[config.mk]
export PLATFORM = sky130hd
export DESIGN_NAME = omc_mode_ctrl
export DESIGN_NICKNAME = d
export VERILOG_FILES = /design/src/omc_mode_ctrl.v
export VERILOG_INCLUDE_DIRS = /design/src
export SDC_FILE = /design/constraint.sdc
export NUM_CORES = 1
export LEC_CHECK = 0
export ABC_AREA = 1
export BUFFER_PORTS_ARGS = -buffer_cell sky130_fd_sc_hd__clkbuf_2
export CORE_ASPECT_RATIO = 0.8
export CORE_MARGIN = 2
export CORE_UTILIZATION = 45
export DETAILED_ROUTE_END_ITERATION = 10
export GPL_TIMING_DRIVEN = 1
export PLACE_DENSITY = 0.79
export SYNTH_ARGS = -nofsm -noshare
export SYNTH_HDL_FRONTEND = slang
export SYNTH_SLANG_ARGS = --single-unit
[constraint.sdc]
create_clock -name clk -period 1.5 [get_ports clk]
set_input_delay 0.3 -clock clk [delete_from_list [all_inputs] [get_ports clk]]
set_output_delay 0.3 -clock clk [all_outputs]
set_load 0.01 [all_outputs]
[src/omc_consts.vh]
// constants for the operating mode control block
`ifndef OMC_CONSTS_VH
`define OMC_CONSTS_VH
// register offset of the mode control register
`define OMC_MODE_OFFSET 16'h000b
// field positions inside the mode control register
`define OMC_BIT_SPECIAL_LOW 7
`define OMC_BIT_MODE_B 6
`define OMC_BIT_MODE_A 5
`define OMC_BIT_STRETCH 4
`define OMC_BIT_VISIBLE 3
`define OMC_BIT_BUS_STOP 2
`define OMC_BIT_EMULATE_E 0
// mode pin codes, written as {mode_pin_b, mode_pin_a}
`define OMC_PINS_SINGLE 2'h0
`define OMC_PINS_NARROW 2'h1
`define OMC_PINS_PERIPH 2'h2
`define OMC_PINS_WIDE 2'h3
// reset values of the configuration fields
`define OMC_RST_STRETCH 1'h1
`define OMC_RST_BUS_STOP 1'h0
// debug region bounds
`define OMC_DBG_REGS_BASE 16'hff00
`define OMC_DBG_REGS_TOP 16'hff06
`define OMC_DBG_ROM_BASE 16'hff20
`endif

[src/omc_mode_ctrl.v]
// operating mode latch, decode, mode control register and map gating
`timescale 1ns/10ps
`include "omc_consts.vh"

//Contract
//- latch debug pin and both mode pins at reset release
//- decode three bits into eight modes; normal 10 forced peripheral
//- normal modes lock protected bits after allowed writes; special allows more
//- special single chip: debug enabled and active right after reset
//- single chip: no external bus, ports A and B general I/O
//- expanded wide: ports A and B form 16-bit multiplexed bus
//- expanded narrow: 8-bit data on port A, high byte then low
//- peripheral mode: core held off; entered or left only by reset
//- other modes: debug must be enabled before it goes active
//- enabled debug activates by serial command or halt instruction
//- active debug maps debug ROM and registers at top, replacing vectors
//- active debug hides user memory in top 256 bytes
//- mode control register absent from map in peripheral mode
//- special select readable; written only in special, first write ignored
//- mode bits: once in normal, anytime special except first write
//- refuse mode writes choosing peripheral or reserved modes
//- expanded and peripheral: port A/B data and direction unmapped
//- port E registers unmapped in peripheral, or expanded with emulate bit
//- unimplemented reads return undefined value; here zero
//- stretch enable held one in every expanded mode
//- single chip keeps port E registers mapped regardless of emulate bit
module omc_mode_ctrl (
	input wire clk, // system clock, 40 MHz
	input wire rst_n, // asynchronous reset, active low
	input wire debug_pin, // debug pin level, mode strap
	input wire mode_pin_b, // mode strap b
	input wire mode_pin_a, // mode strap a
	input wire [15:0] reg_addr, // register address
	input wire [7:0] reg_wdata, // register write data
	input wire reg_wr, // write strobe
	input wire reg_rd, // read strobe
	output reg [7:0] reg_rdata, // read data, one cycle after strobe
	input wire debug_enable_cmd, // serial enable command seen
	input wire debug_activate_cmd, // serial activate command seen
	input wire halt_to_debug_instr, // core executed halt-to-debug
	input wire debug_exit, // debug firmware returns to user code
	input wire [15:0] cpu_addr, // core address for map decode
	output reg special_select_low, // 1 normal, 0 special
	output reg [1:0] mode_bits, // current {b,a} mode bits
	output reg stretch_clock_enable, // clock stretch enable
	output reg internal_bus_visible, // internal visibility
	output reg bus_stop_in_wait, // shut external bus in wait
	output reg emulate_port_e, // emulate port E externally
	output reg ports_ab_gpio, // ports A and B general purpose
	output reg ext_bus_wide, // 16-bit multiplexed external bus
	output reg ext_bus_narrow, // 8-bit multiplexed external bus
	output reg core_hold, // core held inactive
	output reg background_debug_enabled, // debug firmware enabled
	output reg background_debug_active, // debug firmware active
	output reg ports_ab_regs_mapped, // port A/B and direction regs in map
	output reg port_e_regs_mapped, // port_e_data and port_e_direction in map
	output reg mode_reg_mapped, // mode control register in map
	output reg debug_rom_sel, // core address hits debug ROM
	output reg debug_regs_sel, // core address hits debug registers
	output reg user_top_blocked // core address in hidden user top page
);

	// one-hot startup states: first edge after release captures straps
	localparam ST_CAPTURE = 2'b01;
	localparam ST_RUN = 2'b10;

	reg [1:0] state_ff;
	reg [1:0] nxt_state;
	reg spec_low_ff;
	reg [1:0] mbits_ff;
	reg stretch_clock_enable_ff;
	reg internal_bus_visible_ff;
	reg bus_stop_in_wait_ff;
	reg eme_ff;
	reg first_wr_done_ff;
	reg mbits_wr_once_ff;
	reg stretch_clock_enable_wr_once_ff;
	reg internal_bus_visible_wr_once_ff;
	reg eme_wr_once_ff;
	reg dbg_en_ff;
	reg dbg_act_ff;
	reg [7:0] nxt_rdata;
	// next values of the registered outputs
	reg nxt_special_select_low;
	reg [1:0] nxt_mode_bits;
	reg nxt_stretch_clock_enable;
	reg nxt_internal_bus_visible;
	reg nxt_bus_stop_in_wait;
	reg nxt_emulate_port_e;
	reg nxt_ports_ab_gpio;
	reg nxt_ext_bus_wide;
	reg nxt_ext_bus_narrow;
	reg nxt_core_hold;
	reg nxt_background_debug_enabled;
	reg nxt_background_debug_active;
	reg nxt_ports_ab_regs_mapped;
	reg nxt_port_e_regs_mapped;
	reg nxt_mode_reg_mapped;
	reg nxt_debug_rom_sel;
	reg nxt_debug_regs_sel;
	reg nxt_user_top_blocked;

	// true when {b,a} selects single chip
	function is_single;
		input [1:0] code;
		begin
			is_single = (code == `OMC_PINS_SINGLE);
		end
	endfunction

	// true when {b,a} selects either expanded width
	function is_expanded;
		input [1:0] code;
		begin
			is_expanded = (code == `OMC_PINS_NARROW) || (code == `OMC_PINS_WIDE);
		end
	endfunction

	// write permission shared by the mode, visibility and emulate fields
	// special modes drop only the first write; normal modes take one
	function may_write;
		input spec;
		input counted;
		input used_once;
		begin
			may_write = counted || (!spec && !used_once);
		end
	endfunction

	// true when a core address lies inside [lo, hi]
	function in_window;
		input [15:0] addr;
		input [15:0] lo;
		input [15:0] hi;
		begin
			in_window = (addr >= lo) && (addr <= hi);
		end
	endfunction

	wire mode_hit = (reg_addr == `OMC_MODE_OFFSET);
	wire periph = (mbits_ff == `OMC_PINS_PERIPH);
	wire mode_vis = mode_hit && !periph;
	wire mode_wr = reg_wr && mode_vis && (state_ff == ST_RUN);
	wire special = !spec_low_ff;
	// first write in special modes is swallowed by every field except stretch
	wire special_counted = special && first_wr_done_ff;
	wire [1:0] wr_mbits = {reg_wdata[`OMC_BIT_MODE_B], reg_wdata[`OMC_BIT_MODE_A]};
	wire wr_spec_low = reg_wdata[`OMC_BIT_SPECIAL_LOW];
	// target mode after write must not be peripheral
	wire wr_mode_ok = (wr_mbits != `OMC_PINS_PERIPH);
	wire cur_single = is_single(mbits_ff);
	wire cur_exp = is_expanded(mbits_ff);
	// write permission per field for the current mode
	// stretch is open in every special write, so it needs no such wire
	wire mbits_may_wr = may_write(special, special_counted, mbits_wr_once_ff);
	wire internal_bus_visible_may_wr = may_write(special, special_counted, internal_bus_visible_wr_once_ff);
	wire eme_may_wr = may_write(special, special_counted, eme_wr_once_ff);
	// straps that ask for special single chip
	wire ssc_straps = !debug_pin && ({mode_pin_b, mode_pin_a} == `OMC_PINS_SINGLE);

	// next state of the startup sequence
	always @* begin
		case (state_ff)
			ST_CAPTURE: nxt_state = ST_RUN;
			ST_RUN: nxt_state = ST_RUN;
			default: nxt_state = ST_RUN;
		endcase
	end

	// startup sequence register
	always @(posedge clk or negedge rst_n) begin
		if (!rst_n)
			state_ff <= ST_CAPTURE;
		else
			state_ff <= nxt_state;
	end

	// straps are sampled by a clocked process, never through the async reset
	always @(posedge clk or negedge rst_n) begin
		if (!rst_n) begin
			spec_low_ff <= 1'h1;
			mbits_ff <= `OMC_PINS_SINGLE;
		end else if (state_ff == ST_CAPTURE) begin
			spec_low_ff <= debug_pin;
			// reserved normal code lands on peripheral decode
			mbits_ff <= {mode_pin_b, mode_pin_a};
		end else if (mode_wr) begin
			if (special_counted)
				spec_low_ff <= wr_spec_low;
			if (!periph && wr_mode_ok && mbits_may_wr)
				mbits_ff <= wr_mbits;
		end
	end

	// at capture visibility and emulate follow the debug strap; stretch and bus stop take fixed values
	always @(posedge clk or negedge rst_n) begin
		if (!rst_n) begin
			stretch_clock_enable_ff <= `OMC_RST_STRETCH;
			internal_bus_visible_ff <= 1'h0;
			bus_stop_in_wait_ff <= `OMC_RST_BUS_STOP;
			eme_ff <= 1'h0;
		end else if (state_ff == ST_CAPTURE) begin
			stretch_clock_enable_ff <= `OMC_RST_STRETCH;
			internal_bus_visible_ff <= !debug_pin;
			eme_ff <= !debug_pin;
			bus_stop_in_wait_ff <= `OMC_RST_BUS_STOP;
		end else if (mode_wr) begin
			// protected bits: once in normal, wider in special
			if (special || !stretch_clock_enable_wr_once_ff)
				stretch_clock_enable_ff <= reg_wdata[`OMC_BIT_STRETCH];
			// visibility and emulate drop the first special write
			if (internal_bus_visible_may_wr)
				internal_bus_visible_ff <= reg_wdata[`OMC_BIT_VISIBLE];
			if (eme_may_wr)
				eme_ff <= reg_wdata[`OMC_BIT_EMULATE_E];
			// bus stop: anytime in normal, never in special
			if (!special)
				bus_stop_in_wait_ff <= reg_wdata[`OMC_BIT_BUS_STOP];
		end
	end

	// write bookkeeping; a refused normal write still uses up its one chance
	always @(posedge clk or negedge rst_n) begin
		if (!rst_n) begin
			first_wr_done_ff <= 1'h0;
			mbits_wr_once_ff <= 1'h0;
			stretch_clock_enable_wr_once_ff <= 1'h0;
			internal_bus_visible_wr_once_ff <= 1'h0;
			eme_wr_once_ff <= 1'h0;
		end else if (mode_wr) begin
			first_wr_done_ff <= 1'h1;
			// one normal write closes every write-once field together
			if (!special) begin
				mbits_wr_once_ff <= 1'h1;
				stretch_clock_enable_wr_once_ff <= 1'h1;
				internal_bus_visible_wr_once_ff <= 1'h1;
				eme_wr_once_ff <= 1'h1;
			end
		end
	end

	// debug enable; commands in the capture cycle are ignored
	always @(posedge clk or negedge rst_n) begin
		if (!rst_n)
			dbg_en_ff <= 1'h0;
		else if (state_ff == ST_CAPTURE)
			dbg_en_ff <= ssc_straps;
		else if (debug_enable_cmd)
			dbg_en_ff <= 1'h1;
	end

	// debug activation; set wins over exit in the same cycle
	always @(posedge clk or negedge rst_n) begin
		if (!rst_n)
			dbg_act_ff <= 1'h0;
		else if (state_ff == ST_CAPTURE)
			// special single chip straps: active straight out of reset, no command needed
			dbg_act_ff <= ssc_straps;
		else if (dbg_en_ff && (debug_activate_cmd || halt_to_debug_instr))
			dbg_act_ff <= 1'h1;
		else if (debug_exit)
			dbg_act_ff <= 1'h0;
	end

	// read mux; unmapped and hidden addresses read zero
	always @* begin
		nxt_rdata = 8'h00;
		if (reg_rd && mode_vis) begin
			nxt_rdata[`OMC_BIT_SPECIAL_LOW] = spec_low_ff;
			nxt_rdata[`OMC_BIT_MODE_B] = mbits_ff[1];
			nxt_rdata[`OMC_BIT_MODE_A] = mbits_ff[0];
			nxt_rdata[`OMC_BIT_STRETCH] = stretch_clock_enable_ff || cur_exp;
			nxt_rdata[`OMC_BIT_VISIBLE] = internal_bus_visible_ff;
			nxt_rdata[`OMC_BIT_BUS_STOP] = bus_stop_in_wait_ff;
			nxt_rdata[`OMC_BIT_EMULATE_E] = eme_ff;
		end
	end

	// next values of the mode outputs and map gating
	always @* begin
		// plain copies of the stored select and mode fields
		nxt_special_select_low = spec_low_ff;
		nxt_mode_bits = mbits_ff;
		nxt_stretch_clock_enable = stretch_clock_enable_ff || cur_exp;
		// no visibility without an external bus to show it on
		nxt_internal_bus_visible = internal_bus_visible_ff && !cur_single;
		nxt_bus_stop_in_wait = bus_stop_in_wait_ff;
		nxt_emulate_port_e = eme_ff;
		// single chip: ports general purpose, no bus
		nxt_ports_ab_gpio = cur_single;
		// wide bus on ports A and B
		// peripheral mode also runs both ports as address/data
		nxt_ext_bus_wide = (mbits_ff == `OMC_PINS_WIDE) || periph;
		// narrow bus, byte pairs high then low
		nxt_ext_bus_narrow = (mbits_ff == `OMC_PINS_NARROW);
		// core inactive in peripheral mode
		// also held through the strap capture cycle
		nxt_core_hold = periph || (state_ff == ST_CAPTURE);
		// debug state, shown one cycle behind its flops
		nxt_background_debug_enabled = dbg_en_ff;
		nxt_background_debug_active = dbg_act_ff;
		// port A/B registers only in single chip
		nxt_ports_ab_regs_mapped = cur_single;
		// port E unmapped in peripheral or emulated expanded
		// single chip keeps port E mapped
		nxt_port_e_regs_mapped = cur_single || (cur_exp && !eme_ff);
		// mode register leaves the map in peripheral mode
		nxt_mode_reg_mapped = !periph;
		// debug ROM and registers at top while active
		nxt_debug_rom_sel = dbg_act_ff && (cpu_addr >= `OMC_DBG_ROM_BASE);
		nxt_debug_regs_sel = dbg_act_ff && in_window(cpu_addr, `OMC_DBG_REGS_BASE, `OMC_DBG_REGS_TOP);
		// hide user top page while active
		nxt_user_top_blocked = dbg_act_ff && (cpu_addr >= `OMC_DBG_REGS_BASE);
	end

	// registered outputs, so every pin comes straight from a flop
	always @(posedge clk or negedge rst_n) begin
		if (!rst_n) begin
			// held core in single chip, every map open
			reg_rdata <= 8'h00;
			special_select_low <= 1'h1;
			mode_bits <= 2'h0;
			stretch_clock_enable <= 1'h1;
			internal_bus_visible <= 1'h0;
			bus_stop_in_wait <= 1'h0;
			emulate_port_e <= 1'h0;
			ports_ab_gpio <= 1'h1;
			ext_bus_wide <= 1'h0;
			ext_bus_narrow <= 1'h0;
			core_hold <= 1'h1;
			background_debug_enabled <= 1'h0;
			background_debug_active <= 1'h0;
			ports_ab_regs_mapped <= 1'h1;
			port_e_regs_mapped <= 1'h1;
			mode_reg_mapped <= 1'h1;
			debug_rom_sel <= 1'h0;
			debug_regs_sel <= 1'h0;
			user_top_blocked <= 1'h0;
		end else begin
			reg_rdata <= nxt_rdata;
			special_select_low <= nxt_special_select_low;
			mode_bits <= nxt_mode_bits;
			stretch_clock_enable <= nxt_stretch_clock_enable;
			internal_bus_visible <= nxt_internal_bus_visible;
			bus_stop_in_wait <= nxt_bus_stop_in_wait;
			emulate_port_e <= nxt_emulate_port_e;
			ports_ab_gpio <= nxt_ports_ab_gpio;
			ext_bus_wide <= nxt_ext_bus_wide;
			ext_bus_narrow <= nxt_ext_bus_narrow;
			core_hold <= nxt_core_hold;
			background_debug_enabled <= nxt_background_debug_enabled;
			background_debug_active <= nxt_background_debug_active;
			ports_ab_regs_mapped <= nxt_ports_ab_regs_mapped;
			port_e_regs_mapped <= nxt_port_e_regs_mapped;
			mode_reg_mapped <= nxt_mode_reg_mapped;
			debug_rom_sel <= nxt_debug_rom_sel;
			debug_regs_sel <= nxt_debug_regs_sel;
			user_top_blocked <= nxt_user_top_blocked;
		end
	end

endmodule // omc_mode_ctrl

After elaboration in Yosys (flattened, before gate mapping). Index checks and enable logic that the tools add are counted.

Input port bits: 51. Logic and storage cells: 110. Bits in registers: 38. Output and inout port bits: 27.

Eq/ne operators: 7. Mux-type cells: 25. Reductions and logical operators: 46. $lt $le $gt $ge: 3.

Operators with widths (count): $ge 16x16->1 const B (2); $mux 1 (21); $eq 16x4->1 const B (1); $le 16x16->1 const B (1); $logic_and 1x1->1 (16); $reduce_bool 2->1 (7); $reduce_and 2->1 (6); $logic_or 1x1->1 (8); $eq 2x2->1 const B (3); $logic_not 1->1 (6); $mux 2 (3); $mux 6 (1); $eq 2x1->1 const B (2); $logic_not 2->1 (2); $reduce_bool 3->1 (1); $ne 2x2->1 const B (1).

Logic depth before layout (Yosys ltp).
Depth in word-level cells: 7. Mapped depth: 9. Depth with buffers taken out: 8.

Worst setup path before layout. No wires, ideal clock.

Path type: register to register. From: register spec_low_ff, in the netlist nxt_special_select_low. To: register mbits_ff[0]. Required time: 1.383 ns. Path slack: 0.243 ns. Arrival time: 1.140 ns. Buffers on the path: 0. Cell stages (with the launch flop): 7. Library setup time: 0.117 ns. Period minus slack after synthesis: 1.257 ns. Cell sequence: dfstp_2 > inv_1 > o21a_1 > o21ai_1 > nand2_1 > nand2_1 > nand2_1.

Longest elaborated chain between the ends: 6. Elaborated cells between the ends (all ways): 7. Classes of those cells: reduce/logical: 7.

Ends and longest elaborated chain: from (decl) (RTL line omc_mode_ctrl.v:69) `reg spec_low_ff;`; from (signal assigned) (RTL line omc_mode_ctrl.v:184) `spec_low_ff <= debug_pin;`; from (signal assigned) (RTL line omc_mode_ctrl.v:189) `spec_low_ff <= wr_spec_low;`; $logic_not 1->1 (RTL line omc_mode_ctrl.v:144) `wire special = !spec_low_ff;`; $logic_and 1x1->1 (RTL line omc_mode_ctrl.v:146) `wire special_counted = special && first_wr_done_ff;`; $logic_or 1x1->1 (*); $logic_and 1x1->1 (*) (RTL line omc_mode_ctrl.v:190) `if (!periph && wr_mode_ok && mbits_may_wr)`; $reduce_bool 2->1 (no source line) (*); $reduce_and 2->1 (no source line) (*); to (signal assigned) (RTL line omc_mode_ctrl.v:182) `` mbits_ff <= `OMC_PINS_SINGLE; ``; to (signal assigned) (RTL line omc_mode_ctrl.v:186) `mbits_ff <= {mode_pin_b, mode_pin_a};`; to (signal assigned) (RTL line omc_mode_ctrl.v:191) `mbits_ff <= wr_mbits;`; to (decl) (RTL line omc_mode_ctrl.v:70) `reg [1:0] mbits_ff;`.

Every way passes the cells marked *; elsewhere a longest branch is shown, timed or not. A chain may end at the register's enable or synchronous reset.

Final worst setup path.
From: register mbits_ff[1]. To: register mbits_ff[0].

Longest elaborated chain between the ends: 7. Elaborated cells between the ends (all ways): 10. Classes of those cells: eq/ne: 1; reduce/logical: 9.

Ends and longest elaborated chain: $eq 2x2->1 (no source line) (*); $logic_not 1->1 (*) (RTL line omc_mode_ctrl.v:142, omc_mode_ctrl.v:190); $logic_and 1x1->1 (RTL line omc_mode_ctrl.v:142) `wire mode_vis = mode_hit && !periph;`; $logic_and 1x1->1 (2 in series) (RTL line omc_mode_ctrl.v:143) `wire mode_wr = reg_wr && mode_vis && (state_ff == ST_RUN);`; $reduce_bool 2->1 (no source line); $reduce_and 2->1 (no source line) (*).

Marked as above.

==> results.md <==
* Status: completed
* Final period utilization at 0.900
* P_int at 1.77 mW
* Synth Cell Area at between 1500 and 2000 um^2
* Period minus WS final at 1.35 ns
* Reg2Reg Depth at 8
* Post-Synth XOR/XNOR Area at 0
* Setup TNS Final at 0 ns
* Clk buf depth at 2
* F_max at 741 MHz
* CP max FO at 11
* Endpoint type of the worst setup path: flip-flop
* Switch Pwr at ~700 uW
* Synthesized instance count at 171
* H-tree depth at 2
* Fillcell total at 293
* I/O pins at 78
* Final setup fails at 0
* CTS tree: built
* Combinational group share of total power at 0.214
* Clock Sinks at 38
* Simple-Gate Fraction of Synth Area at 0.270
* Reg area at 962 um^2
* Hold Path Class: input port to flip-flop
* Synth Area in Compound Gates at 0.0369
* Syn Area/Cell at 9.11 um^2
* Clk pwr share at 0.264
* Fraction of layout cells with a size suffix above 1 at 0.412
* Pins Over Slew Limit at 0
* Yosys top cell by area: dfrtp_1
* Post-synth top flop: dfrtp_1
* Total CTS buffers at 5
* Area contributors post-synth: dfrtp_1 47%, dfstp_2 15%, nand2_1 10%
* Clk slew on worst S/H paths at 0.07 ns
* Final WL at 3050 um
* Seq/Total Area, Yosys at 0.618
* Seq pwr share at 0.523
* Number of synthesized register bits at 38
* Global-route wire length before repair at 5740 um
* Area occupied by multi-input gates at 493 um^2
* Synthesis-to-finish area growth at 34.4%
* HPWL after DPL at 2460 um
* Largest net degree at the start of global routing at 23
* FP Rows at 19
* Routability congestion estimate from global placement at 0.813
* Worst hold path depth at 3
* Static leakage at ~1.2 nW
* MaxCap Viol Count at 0
* DRC at 0
* Worst setup SP type: flip-flop
* Pwr Density at 1180 nW/um^2
* Final hold vios at 0
* Post-Place Cell Area at 2000 um^2
* Remaining global-route overflow at 0
* Die Y at 56.6 um
* Worst EP required at 1.67 ns
* RSZ-0062 raised after global routing: no
* First-pass DRT Iterations at 4
* Via count at between 1000 and 1500
* Port bufs at 75
* Yosys warning total at 0
* Core Area at between 3000 and 4000 um^2
* Layout Nets at 305
* Starting Density at 0.461
* VDD IR-drop max at 650 uV
* Adder-Cell Fraction of Synth Area at 0
* Clk_lat worst skew at roughly 0.28 ns
* Clock Skews at 0.00866 ns
* Mux share of post-synthesis cell area at 0
* Clk root buf: clkbuf_8
* Share of the synthesized area in the top cell type at 0.466
* Initial antenna violation count at 0
* Count of different cell masters after synthesis at 27
* Avg Vias per Cell at approximately 4.5
* Vias in the first global route at 1420
* Antenna Nets Post-Route at 0
* # diodes at 0
* Switching part of the total at 0.282
* Die Wd at 69.8 um
* Synth async-reset ratio at 1.00
* Post-synth EDFFs at 0
* Setup CP Type: flip-flop to flip-flop
* Die footprint at 3950 um^2
* Post-CTS Setup Bufs at 0
* WP data arrival at 1.52 ns
* DR iter-0 viols at 46
* Largest family of logic cells by synthesized area: simple AND/OR/NAND/NOR gates
* Gr usage total at 0.182
* Routed length per instance at roughly 10 um
* Post-Layout Inst Area at roughly 2100 um^2
==> repair_timing <==
action                     in CTS  in global routing
resized for setup               0                  1
hold endpoints to repair       11                  0
hold buffers                    1                  0
setup endpoints to repair       0                  1
==> through the flow <==
step	worst slack [ns]	util	std cells	hold WS (ns)	power, mW
after floorplan	0.243	-	172	0.00441	1.58
after global placement	0.164	0.592	288	0.264	1.82
after detailed placement	0.0935	0.592	288	0.276	1.84
after CTS	0.109	0.619	297	0.263	2.49
after global routing	0.00729	0.620	297	0.278	2.63
final	0.150	0.620	297	0.264	2.46
==> layout by cell type, fill, tap and decap left out, types with 2 or more instances in the layout <==
| cell | count |
|---|---|
| a21oi_1 | 5 |
| buf_4 | 3 |
| clkbuf_2 | 75 |
| clkbuf_8 | 5 |
| clkinv_2 | 2 |
| conb_1 | 3 |
| dfrtp_1 | 29 |
| dfstp_2 | 9 |
| inv_1 | 19 |
| nand2_1 | 43 |
| nand2_2 | 3 |
| nand3_1 | 12 |
| nand4_1 | 2 |
| nor2_1 | 26 |
| nor2_2 | 2 |
| nor3_1 | 3 |
==> power by group through the flow <==
stage / clock (mW) / combinational [mW] / sequential, mW
after CTS: 0.664 / 0.532 / 1.29
after floorplan: 0 / 0.209 / 1.37
after global placement: 0 / 0.516 / 1.30
after detailed placement: 0 / 0.528 / 1.31
final: 0.649 / 0.526 / 1.29
after global routing: 0.718 / 0.606 / 1.30
==> Yosys cell counts (2+ instances only) <==
library cell	instances
a21oi_1	5
buf_4	2
conb_1	2
dfrtp_1	29
dfstp_2	9
inv_1	19
nand2_1	43
nand2_2	3
nand3_1	12
nand4_1	2
nor2_1	26
nor2_2	2
nor3_1	3
==> state kept, by name, indices dropped and copies added, names as in the netlist, 2 cells and up <==
signal,cells
state_ff,2
reg_rdata,7
mode_bits,2
mbits_ff,2
==> critical path, cell delays in order, from the launching register on <==
cell,delay (ns)
dfrtp_1,0.39
inv_2,0.07
nor2_2,0.05
nor2_2,0.14
nand4_2,0.15
nand2_2,0.22
nand2_1,0.11
nand2_1,0.07
nand2_1,0.04
==> final timing paths <==
check	to	startpoint	slack [ns]
setup reg to reg	mbits_ff[0]	mbits_ff[1]	0.15
max in group asynchronous	port_e_regs_mapped	rst_n	0.47
hold / removal	dbg_en_ff	debug_enable_cmd	0.26
setup / recovery	mbits_ff[0]	mbits_ff[1]	0.15
hold reg to reg	background_debug_enabled	dbg_en_ff	0.39
min in group asynchronous	debug_regs_sel	rst_n	0.49
==> metal layers <==
layer / GRT usage / share of wire / vias up
met4: 0.0385 / 0.0046 / 0
met2: 0.336 / 0.51 / 33
met1: 0.213 / 0.43 / 601
met3: 0.0503 / 0.050 / 2
li1: - / - / 687
met5: 0 / 0 / -
==> layout make-up <==
| type | count | area share |
|---|---|---|
| Clock buffer | 6 | 0.0347 |
| Clock inverter | 2 | 0.00478 |
| Inverter | 20 | 0.0359 |
| Multi-Input combinational cell | 109 | 0.236 |
| Sequential cell | 38 | 0.460 |
| Tap cell | 42 | 0.0251 |
| Timing Repair Buffer | 80 | 0.204 |
==> cells by family (layout without fill, tap and decap cells) <==
kind of cell    Yosys count  after routing
simple gates             96             96
flops                    38             38
compound gates           10             10
buf+inv                  25            108
other cells               2              3
(Power assumes the default switching activity.)
